===== src/verilog/node_status_defs.vh =====
`ifndef NODE_STATUS_DEFS_VH
`define NODE_STATUS_DEFS_VH

// register offsets on the serial register map
`define ADDR_W 7
`define NODE_CFG_ADDR 7'h03
`define IO_STATUS_ADDR 7'h04

// serial_node_config fields
`define REPLY_DELAY_LSB 8
`define REPLY_DELAY_MSB 11
`define NODE_BASE_LSB 0
`define NODE_BASE_MSB 7
`define REPLY_DELAY_RST 4'h3
`define NODE_BASE_RST 8'h00

// input_and_status fields
`define VERSION_LSB 24
`define VERSION_MSB 31
`define FILTER_SEL_LSB 20
`define FILTER_SEL_MSB 21
`define DIE_REV_LSB 16
`define DIE_REV_MSB 18
`define QUIESCENT_BIT 15
`define NEXT_ADDR_BIT 13
`define REF_RES_BIT 12
`define EXTERNAL_CLOCK_FLAG_BIT 11
`define ADC_EN_BIT 9
`define TEMP_LSB 1
`define TEMP_MSB 8
`define FILTER_SEL_RST 2'h2
`define NEXT_ADDR_RST 1'b1
`define ADC_EN_RST 1'b1

// reply delay in bit times: base plus step per pair of codes
`define REPLY_BASE_BITS 7'h08
`define REPLY_STEP_BITS 7'h10

// input filter lengths, rounded up to whole clock cycles
`define CLK_PERIOD_NS 4
`define FILTER_SHORT_NS 10
`define FILTER_LONG_NS 20
`define FILTER_SHORT_CYC \
  ((`FILTER_SHORT_NS + `CLK_PERIOD_NS - 1) / `CLK_PERIOD_NS)
`define FILTER_LONG_CYC \
  ((`FILTER_LONG_NS + `CLK_PERIOD_NS - 1) / `CLK_PERIOD_NS)

// address pin offset limits
`define PIN_OFFSET_MIN 3'h1
`define PIN_OFFSET_MAX 3'h6

`endif


===== src/verilog/pin_sync3.v =====
// three-stage pin synchroniser; output follows once stages two and three agree
module pin_sync3 #(
  parameter WIDTH = 1,
  parameter [WIDTH-1:0] RST_VAL = {WIDTH{1'b0}}
) (
  input wire clk_i,
  input wire reset_n_i,
  input wire [WIDTH-1:0] pin_i,
  output reg [WIDTH-1:0] level_o
);

  reg [WIDTH-1:0] meta_reg;
  reg [WIDTH-1:0] mid_reg;
  reg [WIDTH-1:0] late_reg;
  integer k;

  // first stage feeds only the second stage
  always @(posedge clk_i or negedge reset_n_i)
  begin
    if (!reset_n_i)
    begin
      meta_reg <= RST_VAL;
      mid_reg <= RST_VAL;
      late_reg <= RST_VAL;
      level_o <= RST_VAL;
    end
    else
    begin
      meta_reg <= pin_i;
      mid_reg <= meta_reg;
      late_reg <= mid_reg;
      // per-bit agreement filters a single-cycle glitch
      for (k = 0; k < WIDTH; k = k + 1)
        if (mid_reg[k] == late_reg[k])
          level_o[k] <= late_reg[k];
    end
  end

endmodule // pin_sync3


===== src/verilog/reply_delay_timer.v =====
// counts bit-time ticks after a request ends and pulses when reply may start
module reply_delay_timer #(
  parameter CNT_W = 7
) (
  input wire clk_i,
  input wire reset_n_i,
  input wire start_i,
  input wire tick_i,
  input wire [CNT_W-1:0] bit_times_i,
  output reg done_o
);

  reg [CNT_W-1:0] count_reg;
  reg busy_reg;

  // a new start restarts the wait; done is a one-cycle pulse
  always @(posedge clk_i or negedge reset_n_i)
  begin
    if (!reset_n_i)
    begin
      count_reg <= {CNT_W{1'b0}};
      busy_reg <= 1'b0;
      done_o <= 1'b0;
    end
    else
    begin
      done_o <= 1'b0;
      if (start_i)
      begin
        count_reg <= {CNT_W{1'b0}};
        busy_reg <= 1'b1;
      end
      else if (busy_reg && tick_i)
      begin
        if (count_reg == bit_times_i - {{(CNT_W-1){1'b0}}, 1'b1})
        begin
          busy_reg <= 1'b0;
          done_o <= 1'b1;
        end
        else
          count_reg <= count_reg + {{(CNT_W-1){1'b0}}, 1'b1};
      end
    end
  end

endmodule // reply_delay_timer


===== src/verilog/node_status_regs.v =====
`include "node_status_defs.vh"

module node_status_regs #(
  // arbitrary neutral values, not tied to any part
  parameter [7:0] VERSION_CODE = 8'hA5,
  parameter [2:0] DIE_REVISION = 3'h2
) (
  input wire CLK_I,
  input wire RESET_N_I,
  // register access from the serial front end
  input wire [`ADDR_W-1:0] REG_ADDR_I,
  input wire [31:0] REG_WDATA_I,
  input wire REG_WR_I,
  input wire REG_RD_I,
  output reg [31:0] REG_RDATA_O,
  // pins and analog flags from outside the clock domain
  input wire [2:0] ADDR_SEL_PINS_I,
  input wire INTERFACE_SELECT_PIN_I,
  input wire REF_RESISTOR_DETECTED_I,
  input wire EXTERNAL_CLOCK_FLAG_I,
  // same-clock logic
  input wire QUIESCENT_I,
  input wire [7:0] TEMP_CODE_I,
  input wire SPI_SDO_I,
  input wire SPI_SDO_OE_I,
  input wire FRAME_ADDR_VALID_I,
  input wire [7:0] FRAME_ADDR_I,
  input wire READ_REQ_END_I,
  input wire BIT_TICK_I,
  // outputs
  output reg SDO_O,
  output reg SDO_OE_O,
  output reg SINGLE_WIRE_SERIAL_O,
  output reg [7:0] NODE_ADDR_O,
  output reg ADDR_MATCH_O,
  output reg REPLY_GO_O,
  output reg [1:0] FILTER_SEL_O,
  output reg [2:0] FILTER_CYCLES_O,
  output reg ADC_EN_O
);

  // filter lengths in whole cycles; three bits cover both settings
  localparam integer FILT_SHORT_INT = `FILTER_SHORT_CYC;
  localparam integer FILT_LONG_INT = `FILTER_LONG_CYC;
  localparam [2:0] FILT_SHORT = FILT_SHORT_INT[2:0];
  localparam [2:0] FILT_LONG = FILT_LONG_INT[2:0];

  // writable state
  reg [3:0] reply_delay_reg;
  reg [7:0] node_base_reg;
  reg [1:0] filter_sel_reg;
  reg next_addr_out_reg;
  reg adc_en_reg;

  // combinational helpers
  reg [2:0] pin_offset_next;
  reg [7:0] node_addr_next;
  reg [6:0] reply_bits_next;
  reg [2:0] filter_cycles_next;
  reg [31:0] node_cfg_word;
  reg [31:0] io_status_word;
  reg [31:0] rdata_next;
  reg sdo_next;
  reg sdo_oe_next;

  wire [2:0] addr_pins_sync;
  wire iface_sel_sync;
  wire ref_res_sync;
  wire external_clock_flag_sync;
  wire reply_done;

  // address pins are straps from outside; the interface select strap is synchronised with the flags below
  pin_sync3 #(
    .WIDTH(3),
    .RST_VAL(3'h0)
  ) u_addr_sync (
    .clk_i(CLK_I),
    .reset_n_i(RESET_N_I),
    .pin_i(ADDR_SEL_PINS_I),
    .level_o(addr_pins_sync)
  );

  // slow analog flags too; agreement of two stages hides chatter
  pin_sync3 #(
    .WIDTH(3),
    .RST_VAL(3'h0)
  ) u_flag_sync (
    .clk_i(CLK_I),
    .reset_n_i(RESET_N_I),
    .pin_i({INTERFACE_SELECT_PIN_I, REF_RESISTOR_DETECTED_I,
            EXTERNAL_CLOCK_FLAG_I}),
    .level_o({iface_sel_sync, ref_res_sync, external_clock_flag_sync})
  );

  // effective node address: base plus pin offset, clamped to one..six
  // pin values five to seven all fall back to the largest offset
  always @*
  begin
    if (addr_pins_sync >= `PIN_OFFSET_MAX - 3'h1)
      pin_offset_next = `PIN_OFFSET_MAX;
    else
      pin_offset_next = addr_pins_sync + `PIN_OFFSET_MIN;
    // wrap is the host's concern: base plus offset must stay below 256
    node_addr_next = node_base_reg + {5'h00, pin_offset_next};
  end

  // reply wait in bit times; each pair of codes shares one value
  always @*
  begin
    reply_bits_next = `REPLY_BASE_BITS
      + {reply_delay_reg[3:1], 4'h0};
  end

  // filter length; codes zero and one mean no filter
  always @*
  begin
    case (filter_sel_reg)
      2'h2: filter_cycles_next = FILT_SHORT;
      2'h3: filter_cycles_next = FILT_LONG;
      default: filter_cycles_next = 3'h0;
    endcase
  end

  // data-out pin: register level in UART mode, SPI engine otherwise
  // in uart mode the pin is always driven: it is the chain's address line
  always @*
  begin
    if (iface_sel_sync)
    begin
      sdo_next = next_addr_out_reg;
      sdo_oe_next = 1'b1;
    end
    else
    begin
      sdo_next = SPI_SDO_I;
      sdo_oe_next = SPI_SDO_OE_I;
    end
  end

  // node configuration read view; unused positions stay zero
  always @*
  begin
    node_cfg_word = 32'h00000000;
    node_cfg_word[`REPLY_DELAY_MSB:`REPLY_DELAY_LSB] = reply_delay_reg;
    node_cfg_word[`NODE_BASE_MSB:`NODE_BASE_LSB] = node_base_reg;
  end

  // input/status read view; live flags are taken at the read strobe
  always @*
  begin
    io_status_word = 32'h00000000;
    io_status_word[`VERSION_MSB:`VERSION_LSB] = VERSION_CODE;
    io_status_word[`FILTER_SEL_MSB:`FILTER_SEL_LSB] = filter_sel_reg;
    io_status_word[`DIE_REV_MSB:`DIE_REV_LSB] = DIE_REVISION;
    io_status_word[`QUIESCENT_BIT] = QUIESCENT_I;
    io_status_word[`NEXT_ADDR_BIT] = next_addr_out_reg;
    io_status_word[`REF_RES_BIT] = ref_res_sync;
    io_status_word[`EXTERNAL_CLOCK_FLAG_BIT] = external_clock_flag_sync;
    io_status_word[`ADC_EN_BIT] = adc_en_reg;
    io_status_word[`TEMP_MSB:`TEMP_LSB] = TEMP_CODE_I;
  end

  // read mux; unmapped offsets read zero
  // reads have no side effects, so a repeated read is harmless
  always @*
  begin
    if (REG_ADDR_I == `NODE_CFG_ADDR)
      rdata_next = node_cfg_word;
    else if (REG_ADDR_I == `IO_STATUS_ADDR)
      rdata_next = io_status_word;
    else
      rdata_next = 32'h00000000;
  end

  // node configuration writes; other offsets leave it alone
  always @(posedge CLK_I or negedge RESET_N_I)
  begin
    if (!RESET_N_I)
    begin
      reply_delay_reg <= `REPLY_DELAY_RST;
      node_base_reg <= `NODE_BASE_RST;
    end
    else if (REG_WR_I)
    begin
      if (REG_ADDR_I == `NODE_CFG_ADDR)
      begin
        reply_delay_reg <=
          REG_WDATA_I[`REPLY_DELAY_MSB:`REPLY_DELAY_LSB];
        node_base_reg <= REG_WDATA_I[`NODE_BASE_MSB:`NODE_BASE_LSB];
      end
    end
  end

  // io/status writes; read-only fields have no storage here
  always @(posedge CLK_I or negedge RESET_N_I)
  begin
    if (!RESET_N_I)
    begin
      filter_sel_reg <= `FILTER_SEL_RST;
      next_addr_out_reg <= `NEXT_ADDR_RST;
      adc_en_reg <= `ADC_EN_RST;
    end
    else if (REG_WR_I)
    begin
      if (REG_ADDR_I == `IO_STATUS_ADDR)
      begin
        // only the three writable fields take the data
        filter_sel_reg <=
          REG_WDATA_I[`FILTER_SEL_MSB:`FILTER_SEL_LSB];
        next_addr_out_reg <= REG_WDATA_I[`NEXT_ADDR_BIT];
        adc_en_reg <= REG_WDATA_I[`ADC_EN_BIT];
      end
    end
  end

  // read data holds until the next read strobe
  always @(posedge CLK_I or negedge RESET_N_I)
  begin
    if (!RESET_N_I)
      REG_RDATA_O <= 32'h00000000;
    else if (REG_RD_I)
      REG_RDATA_O <= rdata_next;
  end

  // wait the programmed bit times before a reply is sent
  // a repeated request restarts the wait instead of queueing a reply
  reply_delay_timer #(
    .CNT_W(7)
  ) u_reply_timer (
    .clk_i(CLK_I),
    .reset_n_i(RESET_N_I),
    .start_i(READ_REQ_END_I),
    .tick_i(BIT_TICK_I),
    .bit_times_i(reply_bits_next),
    .done_o(reply_done)
  );

  // pin drive outputs; enable stays low in reset so the pin floats
  always @(posedge CLK_I or negedge RESET_N_I)
  begin
    if (!RESET_N_I)
    begin
      SDO_O <= `NEXT_ADDR_RST;
      SDO_OE_O <= 1'b0;
      SINGLE_WIRE_SERIAL_O <= 1'b0;
    end
    else
    begin
      SDO_O <= sdo_next;
      SDO_OE_O <= sdo_oe_next;
      SINGLE_WIRE_SERIAL_O <= iface_sel_sync;
    end
  end

  // addressing and reply timing outputs
  always @(posedge CLK_I or negedge RESET_N_I)
  begin
    if (!RESET_N_I)
    begin
      NODE_ADDR_O <= 8'h00;
      ADDR_MATCH_O <= 1'b0;
      REPLY_GO_O <= 1'b0;
    end
    else
    begin
      NODE_ADDR_O <= node_addr_next;
      // only frames carrying our effective address are answered
      ADDR_MATCH_O <= FRAME_ADDR_VALID_I
        && (FRAME_ADDR_I == node_addr_next);
      // one more stage so the pulse leaves straight from a flip-flop
      REPLY_GO_O <= reply_done;
    end
  end

  // configuration outputs to the serial input filter and the adc
  always @(posedge CLK_I or negedge RESET_N_I)
  begin
    if (!RESET_N_I)
    begin
      FILTER_SEL_O <= `FILTER_SEL_RST;
      FILTER_CYCLES_O <= 3'h0;
      ADC_EN_O <= `ADC_EN_RST;
    end
    else
    begin
      FILTER_SEL_O <= filter_sel_reg;
      FILTER_CYCLES_O <= filter_cycles_next;
      ADC_EN_O <= adc_en_reg;
    end
  end

endmodule // node_status_regs


===== config.mk =====
export PLATFORM = sky130hd
export DESIGN_NAME = node_status_regs
export DESIGN_NICKNAME = d
export VERILOG_FILES = /design/src/verilog/pin_sync3.v /design/src/verilog/reply_delay_timer.v /design/src/verilog/node_status_regs.v
export VERILOG_INCLUDE_DIRS = /design/src /design/src/verilog
export SDC_FILE = /design/constraint.sdc
export NUM_CORES = 1
export LEC_CHECK = 0
export ABC_AREA = 0
export ABC_CLOCK_PERIOD_IN_PS = 3950
export BUFFER_PORTS_ARGS = -buffer_cell sky130_fd_sc_hd__buf_2
export CORE_ASPECT_RATIO = 2
export CORE_MARGIN = 2
export CORE_UTILIZATION = 56
export CTS_BUF_LIST = sky130_fd_sc_hd__clkbuf_4 sky130_fd_sc_hd__clkbuf_8
export CTS_CLUSTER_DIAMETER = 40
export DETAILED_ROUTE_END_ITERATION = 6
export PLACE_DENSITY = 0.88
export SLEW_MARGIN = 20
export SYNTH_ARGS = -nofsm -noshare
export SYNTH_HDL_FRONTEND = slang
export SYNTH_SLANG_ARGS = --single-unit

===== constraint.sdc =====
create_clock -name CLK_I -period 3.95 [get_ports CLK_I]
set_input_delay 0.1975 -clock CLK_I [delete_from_list [all_inputs] [get_ports CLK_I]]
set_output_delay 0.1975 -clock CLK_I [all_outputs]
set_load 0.05 [all_outputs]

# [Yosys cells after proc, flatten, opt, wreduce, memory -nomap -nowiden]
# Cells that the tools add are included.
[classes] n_reduce_logical=8 eq_ne=13 addsub=5 magnitude_cmp=1 muxes=15
[op_table] cell="2-to-1 mux 32 bit" n=2
[op_table] cell="2-to-1 mux 7 bit" n=3
[op_table] cell="adder 8 x 3 -> 8 bit" n=1
[op_table] cell="== test 8 bit" n=1
[op_table] cell="2-to-1 mux 1 bit" n=8
[op_table] cell="AND reduction 2 bit" n=4
[op_table] cell="adder 4 x 7 -> 7 bit (first input constant)" n=1
[op_table] cell="adder 7 x 1 -> 7 bit (second input constant)" n=1
[op_table] cell="== test 7 x 2 -> 1 bit (second input constant)" n=1
[op_table] cell="== test 7 x 3 -> 1 bit (second input constant)" n=1
[op_table] cell="== test 7 bit" n=1
[op_table] cell="subtractor 7 x 1 -> 7 bit (second input constant)" n=1
[op_table] cell="== test 1 bit" n=6
[op_table] cell="one-hot mux 3 bit (2 select lines)" n=1
[op_table] cell="== test 2 bit (second input constant)" n=2
[op_table] cell="nonzero test 2 bit" n=2
[op_table] cell="adder 3 x 1 -> 3 bit (second input constant)" n=1
[op_table] cell="greater-or-equal comparator 3 bit (second input constant)" n=1
[op_table] cell="2-to-1 mux 3 bit" n=1
[op_table] cell="logical AND 1 bit" n=2
[op_table] cell="inequality test 2 bit (second input constant)" n=1
[word_totals] out_inout_bits=51 word_cells=72 regBits=100

# [Longest topological paths before layout]
# Gate-level depths: netlist of run 1.
[depth] depth_word=6 ltp_mapped=10

# [Modules after synthesis]
# Synthesis of run 1 repeated with hierarchy kept, for this count alone.
[hier_totals] hier_cells=316 area_unflattened_um2=3811.2
[modules_own_cells] mod="node_status_regs" area_per_inst_um2=2408.6 cells_per_inst=202 instances=1 seq_area_each_um2=1336.3
[modules_own_cells] mod="reply_delay_timer" area_per_inst_um2=734.5 cells_per_inst=84 instances=1 seq_area_each_um2=225.2
[modules_own_cells] mod="pin_sync3" area_per_inst_um2=334.1 cells_per_inst=15 instances=2 seq_area_each_um2=300.3

# [Worst setup path after synthesis of run 1]
# Ideal clock, no wire load.
[synth_timing] path_kind="register to register" startpoint="reg u_addr_sync.level_o[1]" endpoint="reg ADDR_MATCH_O" n_path_buf=1 setup_time_ps=101 setup_slack_ps=1608 path_stages_with_launch=11 arrival_ps=2241 cell_sequence="dfrtp_1 -> inv_1 -> ha_1 -> nor4b_1 -> a21oi_1 -> ha_1 -> nor2_1 -> or2_1 -> buf_2 -> xnor3_1 -> nor4_1"
[synth_via] elab_chain_cells=5 word_cells_on_any_way=6 classes_between="add/sub: 2; order compare: 1; eq/ne: 1; mux: 1; reduce/logical: 1"
[synth_lines] element="from (decl)" line_no="pin_sync3.v:9" rtl="output reg [WIDTH-1:0] level_o"
[synth_lines] element="from (signal, indexed assignment)" line_no="pin_sync3.v:35" rtl="level_o[k] <= late_reg[k];"
[synth_lines] element="adder 3 x 1 -> 3 bit (no line) or greater-or-equal comparator 3 bit (tied branches)"
[synth_lines] element="2-to-1 mux 3 bit (*)" line_no="node_status_regs.v:99" rtl="if (addr_pins_sync >= `PIN_OFFSET_MAX - 3'h1)"
[synth_lines] element="adder 8 x 3 -> 8 bit (*)" line_no="node_status_regs.v:104" rtl="node_addr_next = node_base_reg + {5'h00, pin_offset_next};"
[synth_lines] element="== test 8 bit (*)" line_no="node_status_regs.v:269" rtl="&& (FRAME_ADDR_I == node_addr_next);"
[synth_lines] element="logical AND 1 bit (*)" line_no="node_status_regs.v:269"
[synth_lines] element="to (signal assigned)" line_no="node_status_regs.v:268" rtl="ADDR_MATCH_O <= FRAME_ADDR_VALID_I"
[synth_lines] element="to (decl)" line_no="node_status_regs.v:35" rtl="output reg ADDR_MATCH_O,"
# Every way passes the cells marked *; elsewhere a longest branch is shown, timed or not.
# A chain may end at the register's enable or synchronous reset.

# [Worst setup path after layout of run 1]
# Ends and elaborated chain as after synthesis.

==> metrics.md, run 1 <==
| Metric | Value |
|---|---|
| Post-placement setup slack | approximately 1.3 ns |
| Logic pwr share | 0.150 |
| Clock slew at reported path FFs | around 0.080 ns |
| Hold-critical path endpoint | SDO_OE_O |
| CP delay by family, top | adder cells |
| Dpl hpwl | about 5.4 mm |
| Reg-to-Reg Start | u_addr_sync.level_o[1] |
| Port Buf Inserts | 94 |
| Row count | 41 |
| Root Buffer | clkbuf_8 |
| Area taken by multi-input logic gates | between 0.001 and 0.0015 mm² |
| Total congestion overflow | 0 |
| CP max FO | 6 |
| Per-cell routed wire length | approximately 17 µm |
| Core ar. | roughly 0.0063 mm² |
| Max Cap Viol | 0 |
| Final worst-path cycle share | 0.680 |
| Critical Path AT | 2.94 ns |
| First-pass GRT wire length | 11.6 mm |
| Crit Path Category | register to register |
| Peak supply drop | approximately 0.31 mV |
| ANT nets after route | 0 |
| Final hold violations | 0 |
| Cell count of the worst hold path | 2 |
| Synth cell types | 50 |
| CTS resizes | 0 |
| R2r setup slk | 1.26 ns |
| Total design power | about 2 mW |
| Seq pwr share | 0.493 |
| Via count | around 2,400 |
| Initial antenna violation count | 0 |
| Cell internal pwr | 1.47 mW |
| Area delta synth->final | 20.6% |
| Post-CTS setup buffers | 0 |
| Final wirelength | 7.35 mm |
| Status | completed |
| Crit-path slowest cell | fa_1 |
| Ratio of cells with drive above 1 in the final layout | 0.390 |
| Reg2reg end | ADDR_MATCH_O |
| Post-Syn Area | about 0.0036 mm² |
| CTS buffer count | 9 |
| Antenna Cells | 0 |
| Vias in the first global route | 2,483 |
| Post-route minimum period | between 2 and 3 ns |
| Synthesized flop and latch total | 86 |
| Final net count | between 400 and 500 |
| Most frequent cells in the layout | buf_2, dfrtp_1, nor2_1 |
| Worst hold path type | primary input to register |
| Setup violators final | 0 |
| Die height | around 120 µm |
| Io pins | 122 |
| Register area share after synthesis | 0.596 |
| RSZ-0062 raised after global routing | no |
| Worst slew margin | 0.510 |
| Crit path cell chain | inv_1, ha_1, o31ai_1, nand2_1, fa_1, xnor3_1, and4_1, o21ai_0, nor4_1 |
| Clock share of power | 0.358 |
| Avg Inst Size Synth | around 14 µm² |
| Initial Util | 0.575 |
| Worst Hold Launch | SPI_SDO_OE_I |
| Startpoint Class | register |
| P per Cell Area | between 400 and 500 mW/mm² |
| Asr flop ratio synth | 1.00 |
| Sw frac | 0.260 |
| CTS HTree Levels | 3 |
| Clock tree buffer depth | 2 |
| Cell count after synthesis | about 260 |
| Area taken by flip-flops and latches | 0.00216 mm² |
| Final Util | 0.694 |
| Clock sinks | 86 |
| Number of DRC markers in iteration 0 | a little under 80 |
| Via density per instance | 5.35 |
| Clock Skew | 0.00908 ns |
| Setup crit end kind | register |
| Max Slew Vio Count | 0 |
| Psw | roughly 0.5 mW |
| TritonCTS clock tree | built |
| Setup TNS | 0 ns |
| GPL Wtd Cong | slightly above 0.8 |
| Worst Setup Slack, final | about 1.3 ns |
| Ys flop type | dfrtp_1 |
| Filler Cell Count | approximately 470 |
| Pre-antenna DRT Iters | 4 |
| Total GRT Usage | 0.225 |
| Slowest cell delay on critical path | about 0.50 ns |
| Die ar. | between 0.007 and 0.008 mm² |
| R2R cell count | 9 |
| Synth warnings | 0 |
| DRC | 0 |
| Largest register FFs | 18 |
| Die W | ~60 µm |
| Worst endpoint required time | roughly 4.2 ns |
| Leakage dissipation | 2.28 nW |
| Post-synth EDFFs | 0 |
| Largest net degree at the start of global routing | 87 |
| Slew @ Worst Pin | about 0.73 ns |
| Fmax | ~0.37 GHz |
| Clk Latency, worst-skew pair | around 0.36 ns |
| CP bufs+invs | 1 |
| Commonest non-fill, non-tap cell in the layout | buf_2 |
## power groups by stage
stage / clock [mW] / sequential, mW / combinational [mW]
after global placement: 0 / 0.988 / 0.283
after global routing: 0.773 / 0.983 / 0.318
after floorplan: 0 / 1.05 / 0.150
final: 0.709 / 0.976 / 0.297
after CTS: 0.733 / 0.976 / 0.298
after detailed placement: 0 / 0.993 / 0.292
## cell type report
type / instances / share of cell area
Inverter: 3 / 0.00257
Clock inverter: 5 / 0.0229
Tap cell: 86 / 0.0246
Multi-Input combinational cell: 154 / 0.301
Timing Repair Buffer: 101 / 0.125
Clock buffer: 10 / 0.0300
Sequential cell: 86 / 0.494
## routing by layer
| metal | vias to the layer above | track usage | part of all wire |
|---|---|---|---|
| met4 | 0 | 0.129 | 0.035 |
| met3 | 21 | 0.0626 | 0.048 |
| met1 | 1176 | 0.233 | 0.35 |
| met2 | 89 | 0.384 | 0.57 |
| met5 | - | 0 | 0 |
| li1 | 1093 | - | - |
## worst max path at each step
stage,startpoint,to,cells past startpoint
3_3_place_gp,u_addr_sync.level_o[0],ADDR_MATCH_O,8
3_5_place_dp,u_addr_sync.level_o[1],ADDR_MATCH_O,9
4_1_cts,u_addr_sync.level_o[1],ADDR_MATCH_O,9
2_1_floorplan,u_addr_sync.level_o[1],ADDR_MATCH_O,10
6_report,u_addr_sync.level_o[1],ADDR_MATCH_O,9
5_1_grt,u_addr_sync.level_o[1],ADDR_MATCH_O,9
## metrics by stage
stage / hold slack [ns] / area (µm²) / instances
2_1_floorplan: -0.0981 / 3660 / 268
3_3_place_gp: 0.306 / 4070 / 423
3_5_place_dp: 0.307 / 4070 / 423
4_1_cts: 0.0179 / 4370 / 444
5_1_grt: 0.0240 / 4380 / 445
6_report: 0.0448 / 4380 / 445
## Yosys cell counts (all sizes together) (2+ instances only)
cell	n	area, µm²
and3	2	12.5
o31a	2	17.5
inv	2	7.51
xnor2	6	52.6
and4	3	26.3
clkbuf	2	7.51
nand2	4	15.0
mux2	17	229
and2	11	68.8
a21oi	5	25.0
nor4	5	37.5
xnor3	3	67.6
or3	3	18.8
or2	2	12.5
xor2	10	87.6
o21ai	5	25.0
a22o	7	61.3
ha	6	75.1
maj3	6	60.1
nand4	5	37.5
nand3	3	15.0
buf	23	163
a21o	4	30.0
dfstp	8	210
a221o	10	100
nor2	11	41.3
dfrtp	78	1950
## cells by family after synthesis
logic type,Yosys count,synth area share
other cells,1,0.00103
mux,17,0.0631
simple gates,56,0.0976
flops,86,0.596
buf+inv,28,0.0500
compound gates,39,0.0927
fa+ha+maj,13,0.0427
xor+xnor,19,0.0572
## timing repair
| action | CTS | global route |
|---|---|---|
| endpoints found under the hold margin | 6 | 78 |
| hold buffers | 6 | 1 |
| setup endpoints to repair | 0 | 0 |
No activity file was read; power rests on OpenSTA's default activity.
==> run 2, diff against run 1 <==
Settings changed: ABC_CLOCK_PERIOD_IN_PS 3950 to 2540, CORE_UTILIZATION 56 to 52, PLACE_DENSITY 0.88 to 0.82.
Clock period 3.95 ns to 2.54 ns, I/O delays scaled along.
==> metrics.md, run 2 (synthesis gave the netlist of run 1 again) <==
| Metric | Value |
|---|---|
| Setup crit end kind | register |
| Io pins | 122 |
| Seq pwr share | 0.462 |
| Via count | 2,440 |
| GPL Wtd Cong | 0.823 |
| Post-placement setup slack | -0.00896 ns |
| Startpoint Class | register |
| Total congestion overflow | 0 |
| CTS buffer count | 9 |
| Worst hold path type | primary input to register |
| Largest net degree at the start of global routing | 87 |
| First-pass GRT wire length | about 12 mm |
| Vias in the first global route | 2,467 |
| Psw | between 0.8 and 0.9 mW |
| Critical Path AT | about 2.7 ns |
| Status | completed |
| P per Cell Area | about 700 mW/mm² |
| Per-cell routed wire length | 15.6 µm |
| DRC | 0 |
| Row count | 43 |
| Clock sinks | 86 |
| Slew @ Worst Pin | around 0.75 ns |
| Via density per instance | slightly above 5 |
| Sw frac | 0.261 |
| Post-route minimum period | between 2 and 2.5 ns |
| ANT nets after route | 0 |
| CP max FO | 5 |
| Crit path cell chain | buf_4, o31ai_2, nand2_2, ha_1, a211oi_4, buf_4, nor4_1, o22ai_1, nor4_2 |
| Clock Skew | about 0.0055 ns |
| Peak supply drop | around 0.51 mV |
| DP Area | roughly 0.0041 mm² |
| Worst endpoint required time | 2.80 ns |
| Number of DRC markers in iteration 0 | between 100 and 150 |
| Worst Setup Slack, final | 0.114 ns |
| Most frequent cells in the layout | buf_2, dfrtp_1, dlygate4sd3_1 |
| Total GRT Usage | 0.204 |
| Fmax | 0.412 GHz |
| WHS | roughly 0.019 ns |
| Max Cap Viol | 0 |
| Clock slew at reported path FFs | 0.08 ns |
| Slowest cell delay on critical path | 0.42 ns |
| Setup violators final | 0 |
| Crit Path Category | register to register |
| Initial antenna violation count | 0 |
| Antenna Cells | 0 |
| Dpl hpwl | ~4.8 mm |
| Clk Latency, worst-skew pair | around 0.36 ns |
| Logic pwr share | 0.157 |
| Initial Util | 0.531 |
| CTS HTree Levels | 3 |
| Die height | between 100 and 150 µm |
| Final net count | 455 |
| Ratio of cells with drive above 1 in the final layout | 0.408 |
| Area delta synth->final | 28.7% |
| Worst slew margin | 0.502 |
| Pre-antenna DRT Iters | 4 |
| Port Buf Inserts | 94 |
| Die W | between 60 and 70 µm |
| Total design power | between 3 and 4 mW |
| Leakage dissipation | around 2.4 nW |
| Die ar. | between 0.007 and 0.008 mm² |
| Final worst-path cycle share | 0.955 |
| Root Buffer | clkbuf_8 |
| Max Slew Vio Count | 0 |
| Final wirelength | ~7.4 mm |
| Core ar. | ~0.0068 mm² |
| CP bufs+invs | 2 |
| Setup TNS | 0 ns |
| Clock share of power | 0.381 |
| Cell mode on critical path | buf_4 |
| Finished Cell Area | approximately 0.0047 mm² |
| Commonest non-fill, non-tap cell in the layout | buf_2 |
| Largest register FFs | 18 |
| TritonCTS clock tree | built |
| Crit-path slowest cell | dfrtp_1 |
| Cell internal pwr | roughly 2.4 mW |
| CP delay by family, top | simple AND/OR/NAND/NOR gates |
| Final hold violations | 0 |
| Clock tree buffer depth | 2 |
[run 2: cell types whose count changed in the layout (fill, tap and decap cells not counted), moves of 2 or more]
cell           delta
nand2_2           +2
nand2_1           -2
dlygate4sd3_1    +17
clkinv_2          -2
ha_2              +2
clkinvlp_4        +2
ha_1              -3
buf_4             +5
[run 2: per-layer routing]
layer,global-route usage,vias to the layer above,routed length [µm]
met5,0,-,0
met4,0.0847,0,121
met3,0.0582,9,511
met2,0.322,94,3680
met1,0.264,1201,3070
li1,-,1136,-
[run 2: worst paths after layout]
path	startpoint	end	slack (ns)	cells after the start
worst max-delay path	u_addr_sync.level_o[0]	ADDR_MATCH_O	0.11	9
worst min register to register	u_addr_sync.meta_reg[0]	u_addr_sync.mid_reg[0]	0.35	0
min in group asynchronous	RESET_N_I	ADDR_MATCH_O	0.36	2
worst min-delay path	REG_WDATA_I[11]	reply_delay_reg[3]	0.02	2
max in group asynchronous	RESET_N_I	REG_RDATA_O[13]	1.65	2
worst max register to register	u_addr_sync.level_o[0]	ADDR_MATCH_O	0.11	9
[run 2: cell type report]
type | count | area (µm²)
clock buffer | 10 | 131
clock inverter | 6 | 135
sequential | 86 | 2160
multi-input combinational | 154 | 1370
tap | 90 | 113
inverter | 3 | 11.3
timing repair buffer | 123 | 754
fill | 492 | 2160
[run 2: power by group through the flow]
stage               clock, mW  combinational, mW  sequential, mW
global route             1.33              0.556            1.53
finish                   1.25              0.517            1.52
global placement            0              0.449            1.53
detailed placement          0              0.464            1.54
floorplan                   0              0.234            1.63
CTS                      1.28              0.501            1.52
[run 2: repair_timing]
item / 4_1_cts / 5_1_grt
setup endpoints to repair: 1 / 1
hold buffers: 24 / 0
pin swaps: 1 / 2
buffers inserted: 1 / 0
resized for setup: 1 / 10
hold endpoints to repair: 102 / 0
[run 2: per-stage QoR]
stage,std cells,util
floorplan,268,-
global placement,431,0.601
detailed placement,431,0.601
CTS,472,0.677
global route,472,0.684
finish,472,0.684
